## src/pkg/sgsw_defs.svh

```systemverilog
// constants for the servo gain switch and speed feedback block
// included by the package and the gain switch design file; definitions only
`ifndef SGSW_DEFS_SVH
`define SGSW_DEFS_SVH
`define SGSW_SEL_FIXED_A 4'h0
`define SGSW_SEL_EXT 4'h1
`define SGSW_SEL_TORQUE 4'h2
`define SGSW_SEL_DEV 4'h3
`define SGSW_SEL_ACCEL 4'h4
`define SGSW_SEL_SPDREF 4'h5
`define SGSW_SEL_POSREF 4'h6
`define SGSW_SEL_SPEED 4'h7
`define SGSW_SEL_BOTH 4'h8
`define SGSW_SEL_FIXED_B 4'h9
`define SGSW_SEL_POSDONE 4'ha
`define SGSW_FB_ENCODER 1'h0
`define SGSW_FB_OBSERVER 1'h1
`define SGSW_SPEED_THR_MAX 16'h07d0
`define SGSW_CLK_NS 100
`define SGSW_TICK_NS 100000
`define SGSW_TICK_CYC (`SGSW_TICK_NS / `SGSW_CLK_NS)
`define SGSW_TICK_CNT_MAX 10'h3e7
`define SGSW_FILT_SHIFT_MAX 5'h0f
`define SGSW_OBS_SHIFT 5'h0a
`endif

```

## src/pkg/sgsw_pkg.sv

```systemverilog
// types for the servo gain switch and speed feedback block
// used by the gain switch design file and the test files
`include "sgsw_defs.svh"
package sgsw_pkg;
   typedef logic [3:0] sgsw_sel_t;
   typedef logic [15:0] sgsw_val_t;
   typedef logic signed [31:0] sgsw_pos_t;
   typedef logic signed [15:0] sgsw_spd_t;
   typedef enum logic [1:0]
   {
      SGSW_ST_A = 2'b00,
      SGSW_ST_WAIT_B = 2'b01,
      SGSW_ST_B = 2'b10,
      SGSW_ST_WAIT_A = 2'b11
   } sgsw_state_e;
endpackage : sgsw_pkg

```

## src/design/sgsw_hyst_cmp.sv

```systemverilog
// threshold comparator with hysteresis for one monitored quantity
// assumes magnitude inputs and settings all in the same units
`timescale 1ns/100ps
`default_nettype none
module sgsw_hyst_cmp
(
   input wire logic i_core_clk, // core clock
   input wire logic i_arst_n, // async reset
   input wire logic [16:0] i_value, // magnitude under test
   input wire logic [15:0] i_threshold, // switch level
   input wire logic [15:0] i_hysteresis, // band width
   output logic o_above // condition met, held
);
   logic above_reg;
   logic above_next;
   logic [16:0] upper;
   // rise above threshold plus band, fall at or below threshold
   always_comb
   begin
      upper = {1'b0, i_threshold} + {1'b0, i_hysteresis};
      above_next = above_reg;
      if (i_value > upper)
      begin
         above_next = 1'b1;
      end
      else if (i_value <= {1'b0, i_threshold})
      begin
         above_next = 1'b0;
      end
   end
   // held flag keeps small ripple near the level from toggling
   always_ff @(posedge i_core_clk or negedge i_arst_n)
   begin
      if (!i_arst_n)
         above_reg <= 1'b0;
      else
         above_reg <= above_next;
   end
   assign o_above = above_reg;
   hyst_set_a: assert property (@(posedge i_core_clk) disable iff (!i_arst_n)
      (i_value > {1'b0, i_threshold} + {1'b0, i_hysteresis}) |=> above_reg)
      else $error("hysteresis comparator failed to set");
endmodule : sgsw_hyst_cmp
`default_nettype wire

```

## src/design/sgsw_gain_switch.sv

```systemverilog
// servo gain group selection and speed feedback source choice
// assumes all inputs are synchronous to i_core_clk; settings may
// change at any time, the two selectors are sampled at reset only
// Summary of operation
// hold two gain groups, feed one
// start on first group, switch on condition
// selector 0 keeps first group
// 1 uses external input, 10 positioning done
// modes 2..7 compare quantity with threshold
// map each mode to its quantity and threshold
// hysteresis around thresholds prevents toggling
// mode 8 position above threshold plus band
// mode 8 also needs speed above threshold
// selector 9 keeps second group
// delay, thresholds, ramp, band apply immediately
// encoder speed from position difference per tick
// feedback selector 0 encoder, 1 observer, restart
// observer always runs, output for monitoring
// encoder speed low-pass by filter time
// observer gain sets observer bandwidth
// speed threshold in rpm, capped at 2000
// delay group change, cancel on reversal
// position gain ramps linearly over ramp time
`timescale 1ns/100ps
`default_nettype none
`include "sgsw_defs.svh"
module sgsw_gain_switch
(
   input wire logic i_core_clk, // 10 MHz core clock
   input wire logic i_arst_n, // async reset, low active
   input wire sgsw_pkg::sgsw_sel_t i_gain_switch_select, // mode
   input wire sgsw_pkg::sgsw_val_t i_gain_switch_delay, // 0.1 ms
   input wire sgsw_pkg::sgsw_val_t i_gain_switch_threshold, // general
   input wire sgsw_pkg::sgsw_val_t i_gain_switch_speed_threshold, // rpm
   input wire sgsw_pkg::sgsw_val_t i_position_gain_ramp_time, // 0.1 ms
   input wire sgsw_pkg::sgsw_val_t i_gain_switch_hysteresis, // band
   input wire sgsw_pkg::sgsw_val_t i_torque_ref_threshold, // mode 2
   input wire sgsw_pkg::sgsw_val_t i_deviation_threshold, // mode 3
   input wire sgsw_pkg::sgsw_val_t i_accel_threshold, // mode 4
   input wire sgsw_pkg::sgsw_val_t i_speed_ref_threshold, // mode 5
   input wire logic i_gain_select_ext, // external select, high
   input wire logic i_position_done, // positioning completed
   input wire sgsw_pkg::sgsw_spd_t i_torque_ref, // torque reference
   input wire sgsw_pkg::sgsw_spd_t i_deviation, // deviation counter
   input wire sgsw_pkg::sgsw_spd_t i_accel, // acceleration
   input wire sgsw_pkg::sgsw_spd_t i_speed_ref, // speed reference
   input wire sgsw_pkg::sgsw_spd_t i_position_ref, // position ref rate
   input wire sgsw_pkg::sgsw_pos_t i_encoder_pos, // encoder position
   input wire sgsw_pkg::sgsw_spd_t i_torque_est, // torque as accel
   input wire logic i_feedback_source_select, // 0 enc, 1 observer
   input wire sgsw_pkg::sgsw_val_t i_observer_gain, // Hz
   input wire sgsw_pkg::sgsw_val_t i_encoder_speed_filter_time, // shift
   input wire sgsw_pkg::sgsw_val_t i_speed_gain_a, // group 1
   input wire sgsw_pkg::sgsw_val_t i_speed_integral_a, // group 1
   input wire sgsw_pkg::sgsw_val_t i_position_gain_a, // group 1
   input wire sgsw_pkg::sgsw_val_t i_torque_filter_a, // group 1
   input wire sgsw_pkg::sgsw_val_t i_speed_gain_b, // group 2
   input wire sgsw_pkg::sgsw_val_t i_speed_integral_b, // group 2
   input wire sgsw_pkg::sgsw_val_t i_position_gain_b, // group 2
   input wire sgsw_pkg::sgsw_val_t i_torque_filter_b, // group 2
   output logic o_group_b, // second group active
   output sgsw_pkg::sgsw_val_t o_speed_gain, // active speed gain
   output sgsw_pkg::sgsw_val_t o_speed_integral, // active integral
   output sgsw_pkg::sgsw_val_t o_position_gain, // ramped pos gain
   output sgsw_pkg::sgsw_val_t o_torque_filter, // active filter
   output sgsw_pkg::sgsw_spd_t o_encoder_speed, // filtered enc speed
   output sgsw_pkg::sgsw_spd_t o_observer_speed, // observer estimate
   output sgsw_pkg::sgsw_spd_t o_feedback_speed, // to speed loop
   output logic o_control_tick // one-cycle control tick
);
   import sgsw_pkg::*;

   // magnitude of a signed quantity, one bit wider
   function automatic logic [16:0] mag(input sgsw_spd_t v);
      mag = v[15] ? 17'(-{v[15], v}) : {1'b0, v};
   endfunction : mag

   sgsw_sel_t mode_reg;
   logic fb_sel_reg;
   logic sampled_reg;
   logic [9:0] tick_cnt_reg;
   logic tick_reg;
   sgsw_state_e state_reg;
   sgsw_state_e state_next;
   logic [15:0] delay_cnt_reg;
   logic [15:0] ramp_cnt_reg;
   sgsw_val_t pos_gain_reg;
   sgsw_val_t ramp_from_reg;
   sgsw_pos_t enc_prev_reg;
   logic signed [31:0] enc_filt_reg;
   logic signed [31:0] obs_reg;
   sgsw_spd_t fb_reg;
   logic cond_torque, cond_dev, cond_accel, cond_spdref;
   logic cond_posref, cond_speed;
   logic condition;
   logic [15:0] speed_thr;
   logic signed [16:0] enc_raw;
   sgsw_spd_t enc_speed;
   logic [4:0] filt_shift;

   // selectors take effect only after restart: caught once after release
   always_ff @(posedge i_core_clk or negedge i_arst_n)
   begin
      if (!i_arst_n)
      begin
         mode_reg <= `SGSW_SEL_FIXED_A;
         fb_sel_reg <= `SGSW_FB_ENCODER;
         sampled_reg <= 1'b0;
      end
      else if (!sampled_reg)
      begin
         mode_reg <= i_gain_switch_select;
         fb_sel_reg <= i_feedback_source_select;
         sampled_reg <= 1'b1;
      end
   end

   // 0.1 ms control period tick, the unit of delay and ramp counts
   always_ff @(posedge i_core_clk or negedge i_arst_n)
   begin
      if (!i_arst_n)
      begin
         tick_cnt_reg <= 10'h000;
         tick_reg <= 1'b0;
      end
      else if (tick_cnt_reg == `SGSW_TICK_CNT_MAX)
      begin
         tick_cnt_reg <= 10'h000;
         tick_reg <= 1'b1;
      end
      else
      begin
         tick_cnt_reg <= tick_cnt_reg + 10'h001;
         tick_reg <= 1'b0;
      end
   end
   assign o_control_tick = tick_reg;

   // speed threshold clipped to its accepted rpm range
   assign speed_thr = (i_gain_switch_speed_threshold > `SGSW_SPEED_THR_MAX)
      ? `SGSW_SPEED_THR_MAX : i_gain_switch_speed_threshold;

   // one hysteresis comparator per monitored quantity
   sgsw_hyst_cmp u_cmp_torque (.i_core_clk(i_core_clk),
      .i_arst_n(i_arst_n), .i_value(mag(i_torque_ref)),
      .i_threshold(i_torque_ref_threshold),
      .i_hysteresis(i_gain_switch_hysteresis), .o_above(cond_torque));
   sgsw_hyst_cmp u_cmp_dev (.i_core_clk(i_core_clk),
      .i_arst_n(i_arst_n), .i_value(mag(i_deviation)),
      .i_threshold(i_deviation_threshold),
      .i_hysteresis(i_gain_switch_hysteresis), .o_above(cond_dev));
   sgsw_hyst_cmp u_cmp_accel (.i_core_clk(i_core_clk),
      .i_arst_n(i_arst_n), .i_value(mag(i_accel)),
      .i_threshold(i_accel_threshold),
      .i_hysteresis(i_gain_switch_hysteresis), .o_above(cond_accel));
   sgsw_hyst_cmp u_cmp_spdref (.i_core_clk(i_core_clk),
      .i_arst_n(i_arst_n), .i_value(mag(i_speed_ref)),
      .i_threshold(i_speed_ref_threshold),
      .i_hysteresis(i_gain_switch_hysteresis), .o_above(cond_spdref));
   sgsw_hyst_cmp u_cmp_posref (.i_core_clk(i_core_clk),
      .i_arst_n(i_arst_n), .i_value(mag(i_position_ref)),
      .i_threshold(i_gain_switch_threshold),
      .i_hysteresis(i_gain_switch_hysteresis), .o_above(cond_posref));
   sgsw_hyst_cmp u_cmp_speed (.i_core_clk(i_core_clk),
      .i_arst_n(i_arst_n), .i_value(mag(fb_reg)),
      .i_threshold(speed_thr),
      .i_hysteresis(i_gain_switch_hysteresis), .o_above(cond_speed));

   // switching condition chosen by the mode
   always_comb
   begin
      unique case (mode_reg)
         `SGSW_SEL_FIXED_A: condition = 1'b0;
         `SGSW_SEL_EXT: condition = i_gain_select_ext;
         `SGSW_SEL_TORQUE: condition = cond_torque;
         `SGSW_SEL_DEV: condition = cond_dev;
         `SGSW_SEL_ACCEL: condition = cond_accel;
         `SGSW_SEL_SPDREF: condition = cond_spdref;
         `SGSW_SEL_POSREF: condition = cond_posref;
         `SGSW_SEL_SPEED: condition = cond_speed;
         `SGSW_SEL_BOTH: condition = cond_posref & cond_speed;
         `SGSW_SEL_FIXED_B: condition = 1'b1;
         `SGSW_SEL_POSDONE: condition = i_position_done;
         default: condition = 1'b0; // codes 11..15 fall back to group 1
      endcase
   end

   // group state: wait the delay, abandon the change if condition reverts
   always_comb
   begin
      state_next = state_reg;
      unique case (state_reg)
         SGSW_ST_A:
            if (condition)
               state_next = SGSW_ST_WAIT_B;
         SGSW_ST_WAIT_B:
            if (!condition)
               state_next = SGSW_ST_A;
            else if (delay_cnt_reg >= i_gain_switch_delay)
               state_next = SGSW_ST_B;
         SGSW_ST_B:
            if (!condition)
               state_next = SGSW_ST_WAIT_A;
         SGSW_ST_WAIT_A:
            if (condition)
               state_next = SGSW_ST_B;
            else if (delay_cnt_reg >= i_gain_switch_delay)
               state_next = SGSW_ST_A;
      endcase
   end

   // start-up always on the first group
   always_ff @(posedge i_core_clk or negedge i_arst_n)
   begin
      if (!i_arst_n)
         state_reg <= SGSW_ST_A;
      else
         state_reg <= state_next;
   end

   // delay counter in control ticks, restarted on every state change
   always_ff @(posedge i_core_clk or negedge i_arst_n)
   begin
      if (!i_arst_n)
         delay_cnt_reg <= 16'h0000;
      else if (state_next != state_reg)
         delay_cnt_reg <= 16'h0000;
      else if (tick_reg && delay_cnt_reg != 16'hffff)
         delay_cnt_reg <= delay_cnt_reg + 16'h0001;
   end

   assign o_group_b = (state_reg == SGSW_ST_B)
      || (state_reg == SGSW_ST_WAIT_A);

   // data outputs registered from the active group
   always_ff @(posedge i_core_clk or negedge i_arst_n)
   begin
      if (!i_arst_n)
      begin
         o_speed_gain <= 16'h0000;
         o_speed_integral <= 16'h0000;
         o_torque_filter <= 16'h0000;
      end
      else
      begin
         o_speed_gain <= o_group_b ? i_speed_gain_b : i_speed_gain_a;
         o_speed_integral <= o_group_b ? i_speed_integral_b
            : i_speed_integral_a;
         o_torque_filter <= o_group_b ? i_torque_filter_b : i_torque_filter_a;
      end
   end

   // linear position gain ramp; zero ramp time steps at once
   always_ff @(posedge i_core_clk or negedge i_arst_n)
   begin
      if (!i_arst_n)
      begin
         ramp_cnt_reg <= 16'h0000;
         ramp_from_reg <= 16'h0000;
         pos_gain_reg <= 16'h0000;
      end
      else
      begin
         if (o_group_b != (state_next == SGSW_ST_B
            || state_next == SGSW_ST_WAIT_A))
         begin
            ramp_cnt_reg <= 16'h0000;
            ramp_from_reg <= pos_gain_reg;
         end
         else if (tick_reg && ramp_cnt_reg < i_position_gain_ramp_time)
            ramp_cnt_reg <= ramp_cnt_reg + 16'h0001;
         if (ramp_cnt_reg >= i_position_gain_ramp_time)
            pos_gain_reg <= o_group_b ? i_position_gain_b : i_position_gain_a;
         else
            pos_gain_reg <= 16'(32'($signed({1'b0, ramp_from_reg}))
               + 32'(($signed({1'b0, (o_group_b ? i_position_gain_b
               : i_position_gain_a)}) - $signed({1'b0, ramp_from_reg}))
               * $signed({1'b0, ramp_cnt_reg})
               / $signed({1'b0, i_position_gain_ramp_time})));
      end
   end
   assign o_position_gain = pos_gain_reg;

   // encoder speed: position difference per tick
   assign enc_raw = 17'(i_encoder_pos - enc_prev_reg);
   assign filt_shift = (i_encoder_speed_filter_time > 16'(`SGSW_FILT_SHIFT_MAX))
      ? `SGSW_FILT_SHIFT_MAX : i_encoder_speed_filter_time[4:0];
   assign enc_speed = 16'(enc_filt_reg >>> 16);

   // first-order low-pass: larger shift is smoother but lags more
   always_ff @(posedge i_core_clk or negedge i_arst_n)
   begin
      if (!i_arst_n)
      begin
         enc_prev_reg <= 32'h00000000;
         enc_filt_reg <= 32'h00000000;
      end
      else if (tick_reg)
      begin
         enc_prev_reg <= i_encoder_pos;
         enc_filt_reg <= enc_filt_reg + (($signed({enc_raw[15:0], 16'h0000})
            - enc_filt_reg) >>> filt_shift);
      end
   end

   // observer: model integrates torque, corrected by gain-weighted error
   always_ff @(posedge i_core_clk or negedge i_arst_n)
   begin
      if (!i_arst_n)
         obs_reg <= 32'h00000000;
      else if (tick_reg)
         obs_reg <= obs_reg + $signed({{16{i_torque_est[15]}}, i_torque_est})
            + ((($signed({{16{enc_raw[15]}}, enc_raw[15:0]}) <<< 16)
            - obs_reg) >>> `SGSW_OBS_SHIFT)
            * $signed({16'h0000, i_observer_gain}) / 32'sd1000;
   end
   assign o_observer_speed = 16'(obs_reg >>> 16);
   assign o_encoder_speed = enc_speed;

   // feedback source mux, registered
   always_ff @(posedge i_core_clk or negedge i_arst_n)
   begin
      if (!i_arst_n)
         fb_reg <= 16'h0000;
      else
         fb_reg <= (fb_sel_reg == `SGSW_FB_OBSERVER) ? o_observer_speed
            : enc_speed;
   end
   assign o_feedback_speed = fb_reg;

   fixed_a_a: assert property (@(posedge i_core_clk) disable iff (!i_arst_n)
      (mode_reg == `SGSW_SEL_FIXED_A) |-> !o_group_b)
      else $error("group 2 active in fixed first mode");
   fixed_b_a: assert property (@(posedge i_core_clk) disable iff (!i_arst_n)
      (sampled_reg && mode_reg == `SGSW_SEL_FIXED_B && state_reg == SGSW_ST_A
      && i_gain_switch_delay == 16'h0000) |-> ##2 o_group_b)
      else $error("fixed second mode did not switch");
   cancel_a: assert property (@(posedge i_core_clk) disable iff (!i_arst_n)
      (state_reg == SGSW_ST_WAIT_B && !condition) |=> state_reg == SGSW_ST_A)
      else $error("reverted condition did not cancel switch");
   both_cond_a: assert property (@(posedge i_core_clk) disable iff (!i_arst_n)
      (mode_reg == `SGSW_SEL_BOTH && !(cond_posref && cond_speed)
      && state_reg == SGSW_ST_A) |=> state_reg == SGSW_ST_A)
      else $error("mode 8 left group 1 without both conditions");
   ext_sel_a: assert property (@(posedge i_core_clk) disable iff (!i_arst_n)
      (mode_reg == `SGSW_SEL_EXT && state_reg == SGSW_ST_A
      && i_gain_select_ext) |=> state_reg == SGSW_ST_WAIT_B)
      else $error("external select not followed");
   gain_out_a: assert property (@(posedge i_core_clk) disable iff (!i_arst_n)
      o_group_b |=> o_speed_gain == $past(i_speed_gain_b))
      else $error("speed gain not from group 2");
   fb_src_a: assert property (@(posedge i_core_clk) disable iff (!i_arst_n)
      (fb_sel_reg == `SGSW_FB_ENCODER) |=> fb_reg == $past(enc_speed))
      else $error("feedback not from encoder");
   spd_cap_a: assert property (@(posedge i_core_clk) disable iff (!i_arst_n)
      speed_thr <= `SGSW_SPEED_THR_MAX && (speed_thr
      == i_gain_switch_speed_threshold
      || i_gain_switch_speed_threshold > `SGSW_SPEED_THR_MAX))
      else $error("speed threshold above range");
   delay_hold_a: assert property (@(posedge i_core_clk) disable iff (!i_arst_n)
      (state_reg == SGSW_ST_WAIT_B && condition
      && delay_cnt_reg < i_gain_switch_delay) |=> state_reg == SGSW_ST_WAIT_B)
      else $error("switch before delay elapsed");
endmodule : sgsw_gain_switch
`default_nettype wire

```

## config.mk

```make
export PLATFORM = sky130hd
export DESIGN_NAME = sgsw_gain_switch
export DESIGN_NICKNAME = d
export VERILOG_FILES = /design/src/pkg/sgsw_pkg.sv /design/src/design/sgsw_hyst_cmp.sv /design/src/design/sgsw_gain_switch.sv
export VERILOG_INCLUDE_DIRS = /design/src /design/src/pkg
export SDC_FILE = /design/constraint.sdc
export NUM_CORES = 2
export LEC_CHECK = 0
export BUFFER_PORTS_ARGS = -buffer_cell sky130_fd_sc_hd__buf_2
export CAP_MARGIN = 30
export CORE_MARGIN = 2
export CORE_UTILIZATION = 45
export CTS_CLUSTER_SIZE = 8
export DETAILED_ROUTE_END_ITERATION = 16
export PLACE_DENSITY = 0.62
export SYNTH_ARGS = -nofsm -noshare
export SYNTH_HDL_FRONTEND = slang
export SYNTH_HIERARCHICAL = 1
export SYNTH_SLANG_ARGS = --single-unit
```

## constraint.sdc

```tcl
create_clock -name i_core_clk -period 115.6 [get_ports i_core_clk]
set_clock_uncertainty 0.15 [all_clocks]
set_input_delay 5.78 -clock i_core_clk [delete_from_list [all_inputs] [get_ports i_core_clk]]
set_output_delay 5.78 -clock i_core_clk [all_outputs]
set_load 0.01 [all_outputs]
```

* After elaboration in Yosys (flattened, before gate mapping)
Cells that the tools add are included.
Operators by class: multiply operators 2, eq/ne operators 19, div/mod/pow operators 2, add/sub/neg operators 23, reduce and logical (&&, ||, !) cells 13, shifts and indexed selects 1, bitwise operators 1, multiplexer cells 40, $lt $le $gt $ge 17
Operator list (number):
- 16-bit 2-to-1 mux | 11
- 16-bit by 16-bit adder with 17-bit output | 6
- 17-bit > comparator | 6
- 17-bit by 16-bit <= comparator with 1-bit output | 6
- 17-bit 2-to-1 mux | 6
- 17-bit negator | 6
- 32-bit adder | 2
- 32-bit subtractor | 2
- 16-bit by 1-bit adder with 16-bit output (second input constant) | 2
- 32-bit by 16-bit adder with 32-bit output | 1
- 32-bit by 11-bit divider with 32-bit output (second input constant) | 1
- 32-bit by 17-bit divider with 32-bit output | 1
- 16-bit greater-or-equal comparator | 2
- 17-bit by 17-bit multiplier with 32-bit output | 1
- 22-bit by 17-bit multiplier with 32-bit output | 1
- 32-bit by 5-bit >>> shifter with 32-bit output | 1
- 16-bit by 16-bit subtractor with 17-bit output | 1
- 16-bit adder | 1
- 4-bit by 3-bit == test with 1-bit output (second input constant) | 4
- 16-bit by 11-bit > comparator with 1-bit output (second input constant) | 1
- 16-bit by 4-bit > comparator with 1-bit output (second input constant) | 1
- 16-bit < comparator | 1
- 16-bit inequality test (second input constant) | 1
- 2-bit nonzero test | 8
- 20 further kinds | 45
Storage, ports and cells: flip-flop bits (word level) 233, input bits 441, logic and storage cells 141, output and inout bits 114

* Longest topological paths before layout
word-level depth 8, mapped depth 703, gate-level depth less buffers 659

* Modules after synthesis
Netlist, hierarchy kept.
By module, submodules not included:
- sgsw_gain_switch | area each 69482.9 sq um, sequential area each 5680.4 sq um, times used 1, cells an instance 8858
- sgsw_hyst_cmp | area each 1685.4 sq um, sequential area each 25.0 sq um, times used 6, cells an instance 220

* Worst setup path after synthesis
Ideal clock, no wire load.
path kind input to register, start point in i_position_gain_b[0], end point reg pos_gain_reg[15] (netlist: o_position_gain[15]), library setup time 0.126 ns, path slack -10.092 ns, required time 115.324 ns, buffers on the path 50, data arrival time 125.416 ns, stages 681, cell sequence mux2i_1 > ha_1 > inv_1 > fa_1 > a21o_1 > a21oi_1 > o21bai_1 > a21oi_1 > o21bai_1 > a21oi_1 > nor2b_1 > o21a_1 > o21ai_0 > nand2b_1 > a21oi_1 > o21bai_1 > a21oi_1 > o21bai_1 > [... 645 more ...] > a21oi_1 > o21bai_1 > a21oi_1 > o21bai_1 > a21oi_1 > o21bai_1 > a21oi_1 > o21bai_1 > a21oi_1 > o21bai_1 > a21oi_1 > o21bai_1 > a21oi_1 > xnor2_1 > xnor2_1 > nor3b_1 > mux2i_1 > o311a_1
Between the ends: word-level cells in the longest chain between the ends 6
Ends and longest elaborated chain:
- start: declaration | line sgsw_gain_switch.sv:59 | input wire sgsw_pkg::sgsw_val_t i_position_gain_b,
- 16-bit 2-to-1 mux | line sgsw_gain_switch.sv:276 | + 32'(($signed({1'b0, (o_group_b ? i_position_gain_b
- 16-bit by 16-bit subtractor with 17-bit output | line sgsw_gain_switch.sv:277 | : i_position_gain_a)}) - $signed({1'b0, ramp_from_reg}))
- 17-bit by 17-bit multiplier with 32-bit output | line sgsw_gain_switch.sv:278 | * $signed({1'b0, ramp_cnt_reg})
- 32-bit by 17-bit divider with 32-bit output | line sgsw_gain_switch.sv:279 | / $signed({1'b0, i_position_gain_ramp_time})));
- 16-bit adder | line sgsw_gain_switch.sv:276
- 16-bit 2-to-1 mux | line sgsw_gain_switch.sv:272 | if (ramp_cnt_reg >= i_position_gain_ramp_time)
- end signal: assignment | line sgsw_gain_switch.sv:273 | pos_gain_reg <= o_group_b ? i_position_gain_b : i_position_gain_a;
- end signal: assignment | line sgsw_gain_switch.sv:275 | pos_gain_reg <= 16'(32'($signed({1'b0, ramp_from_reg}))
- end: declaration | line sgsw_gain_switch.sv:87 | sgsw_val_t pos_gain_reg;
Every way passes these cells. A chain may end at the register's enable or synchronous reset.

* Worst setup path in the final report
start point in i_position_gain_a[1], end point reg pos_gain_reg[15] (netlist: o_position_gain[15])
Between the ends: word-level cells in the longest chain between the ends 6
Ends and longest elaborated chain:
- start: declaration | line sgsw_gain_switch.sv:55 | input wire sgsw_pkg::sgsw_val_t i_position_gain_a,
- 16-bit 2-to-1 mux | line sgsw_gain_switch.sv:276
- 16-bit by 16-bit subtractor with 17-bit output | line sgsw_gain_switch.sv:277
- 17-bit by 17-bit multiplier with 32-bit output | line sgsw_gain_switch.sv:278
- 32-bit by 17-bit divider with 32-bit output | line sgsw_gain_switch.sv:279
- 16-bit adder | line sgsw_gain_switch.sv:276
- 16-bit 2-to-1 mux | line sgsw_gain_switch.sv:272
Every way passes these cells.

==> run_results.csv <==
group,metric,value,unit
yosys,ys_top_cells_by_area,"ha_1 16%, fa_1 15%, dfrtp_1 7.3%, inv_1 5.7%, xnor2_1 5.3%",
timing,period_share,100.4,%
layout,final_cells,13530,
run_status,status,"finished, violations left",
route,postRouteAntennaNets,0,
yosys,synthFlopType,"dfrtp_1",
global_routing,grt_start_max_net_pins,103,
timing,rsz0062_at_grt,"yes",
cts,cts_tree,"done",
worst_setup_path,slowest_delay,580,ps
layout,nNetsFinal,13230,
worst_setup_path,end_kind,"flip-flop",
route,drc,0,
route,drt_wl_total,256.7,mm
placed_design,portBuffers,538,
global_routing,grt_pass1_vias,74870,
layout,final_cell_mix,"1178 x inv_1, 1008 x ha_1, 982 x nand2_1",
cts,hold_buffers,0,
worst_setup_path,r2r_setup_slack,3910,ps
worst_setup_path,r2r_start,"state_reg[1]$_DFF_PN0_",
route,vias,77510,
floorplanning,die_y,424.6,microns
cts,clk_latency,630,ps
route,first_pass_iters,6,
yosys,synth_top_area_cell,"ha_1",
global_routing,grt_pass1_wl,400.1,mm
yosys,synthCells,10180,
yosys,synth_area,79600,sq um
floorplanning,die_area,180300,sq um
timing,max-slew-margin-rel,21.00,%
yosys,synth-seq-cells,233,
cts,clk_pin_slew,60,ps
yosys,yosysTopAreaCellShare,16.25,%
placed_design,dp.cells,13190,
worst_setup_path,crit_fanout,8,
floorplanning,core,175900,sq um
route,via_per_inst,5.729,
yosys,synthArstFlopShare,100.0,%
floorplanning,die_w,424.6,microns
timing,max_freq,8.613,MHz
floorplanning,io_pins,555,
worst_setup_path,slowest_stage,"fa_1",
worst_setup_path,crit_top_cell,"o21a_1",
floorplanning,num_rows,154,
cts,cts_buffer_depth,3,
worst_setup_path,ff2ff_path_depth,655,
worst_setup_path,cp.required,115960,ps
yosys,yosys_warnings,6,
global_routing,grt_util_all_layers,27.24,%
worst_setup_path,r2r_end,"o_position_gain[15]$_DFF_PN0_",
run,maxCapViolCount,0,
worst_setup_path,cp.arrival,116460,ps
layout,drive_above_1_share,18.85,%
cts,numCtsBuffers,38,
timing,worstMarginPinSlew,1174,ps
layout,layout_commonest_cell,"inv_1",
cts,cts.sinks,233,
worst_setup_path,cp-start-kind,"primary input",
min_path,min_path_type,"reg -> reg",
cts,root_buffer,"clkbuf_16",
yosys,synth_enable_flop_cells,0,
layout,post-route-util,52.69,%
global_routing,overflow,0,
route,wl_per_cell,18.97,microns
cts,htree_levels,2,
layout,syn_to_final_growth,16.46,%
worst_setup_path,crit_type,"in -> reg",
timing,fin_tns_setup,-506.4,ps
timing,slew_violations,0,
yosys,seq_area_frac_synth,7.325,%
yosys,ys_types,151,
run_status,violations,"negative setup slack",
floorplanning,initial_core_util,45.24,%
route,drtIter0Drc,5058,
timing,setup_viol,1,
placed_design,dpl.hpwl,206.6,mm
min_path,hold_end,"tick_cnt_reg[0]$_DFF_PN0_",
global_routing,antenna_found_initial,32,
yosys,syn_avg_cell_area,7.820,sq um
min_path,min_from,"tick_cnt_reg[0]$_DFF_PN0_",
placed_design,gp_congestion,0.9203,
timing,hold_viol,0,
timing,timing.final.crit_period,116110,ps
timing,setup_ws,-506.4,ps
min_path,worst_hold_path.num_cells,1,
-- worst max-delay path by stage --
stage	start	end	slack, ps
2_1_floorplan	i_position_gain_b[1]	o_position_gain[15]$_DFF_PN0_	-130
3_3_place_gp	i_position_gain_b[0]	o_position_gain[15]$_DFF_PN0_	-870
3_5_place_dp	i_position_gain_b[0]	o_position_gain[15]$_DFF_PN0_	-2260
4_1_cts	i_position_gain_a[0]	o_position_gain[15]$_DFF_PN0_	7
5_1_grt	i_position_gain_a[0]	o_position_gain[15]$_DFF_PN0_	-6460
6_report	i_position_gain_a[1]	o_position_gain[15]$_DFF_PN0_	-510
-- worst max-delay path, delay by kind of cell --
family,cells,cell delay [ps]
and+or+nand+nor,146,18650
muxes,9,1940
xor gates and xnor gates,5,780
buffers and inverters,48,4430
AOI/OAI and AO/OA,405,72050
adders and majority gates,41,12630
-- synthesized netlist by cell type, types with 168 or more instances --
| cell type | instances |
|---|---|
| xnor2_1 | 484 |
| nand2_1 | 998 |
| a21oi_1 | 592 |
| clkbuf_1 | 249 |
| o21a_1 | 341 |
| fa_1 | 601 |
| dfrtp_1 | 233 |
| o31ai_1 | 177 |
| mux2_2 | 186 |
| nor2_1 | 591 |
| nand3_1 | 168 |
| inv_1 | 1201 |
| and2_1 | 288 |
| o21ai_0 | 466 |
| nor3_1 | 410 |
| ha_1 | 1034 |
| xor2_1 | 175 |
-- stage by stage --
stage	cell area, sq um	hold slack [ps]	setup slack, ps
5_1_grt	92690	331.3	-6465
3_3_place_gp	87790	297.1	-871.4
3_5_place_dp	87890	311.4	-2263
4_1_cts	89820	317.9	7.020
2_1_floorplan	80760	282.9	-127.1
6_report	92700	313.1	-506.4
-- final cells by class --
class,count,area (sq um)
clock inverters,7,156.4
diodes,25,62.56
repair buffers,1256,8262
well taps,2340,2928
multi-input cells,8417,69890
fillers,16910,83230
flip-flops and latches,233,5838
inverters,1203,4528
clock buffers,48,1028
-- timing repair --
item / 4_1_cts / 5_1_grt
setup buffers: 60 / 205
pin swaps: 74 / 324
setup endpoints to repair: 15 / 16
resized for setup: 69 / 291
gates cloned: 0 / 0
-- layer usage --
layer | vias up | track usage, % | share of wire [%]
met5 | - | 0 | 0.021
met4 | 8 | 11.06 | 4.6
met3 | 454 | 2.375 | 4.3
met2 | 2018 | 47.69 | 49
met1 | 37490 | 34.36 | 42
li1 | 37550 | - | -
-- logic make-up after synthesis --
family,synth area share (%)
AOI/OAI and AO/OA,21.87
xor gates and xnor gates,7.622
adders and majority gates,31.48
buffers and inverters,7.649
DFF,7.325
muxes,4.251
other,0.009435
and+or+nand+nor,19.79
Power is left out: the tool's default activity adds up to more than one toggle a clock period on the data nets, which glitch-free logic cannot reach.
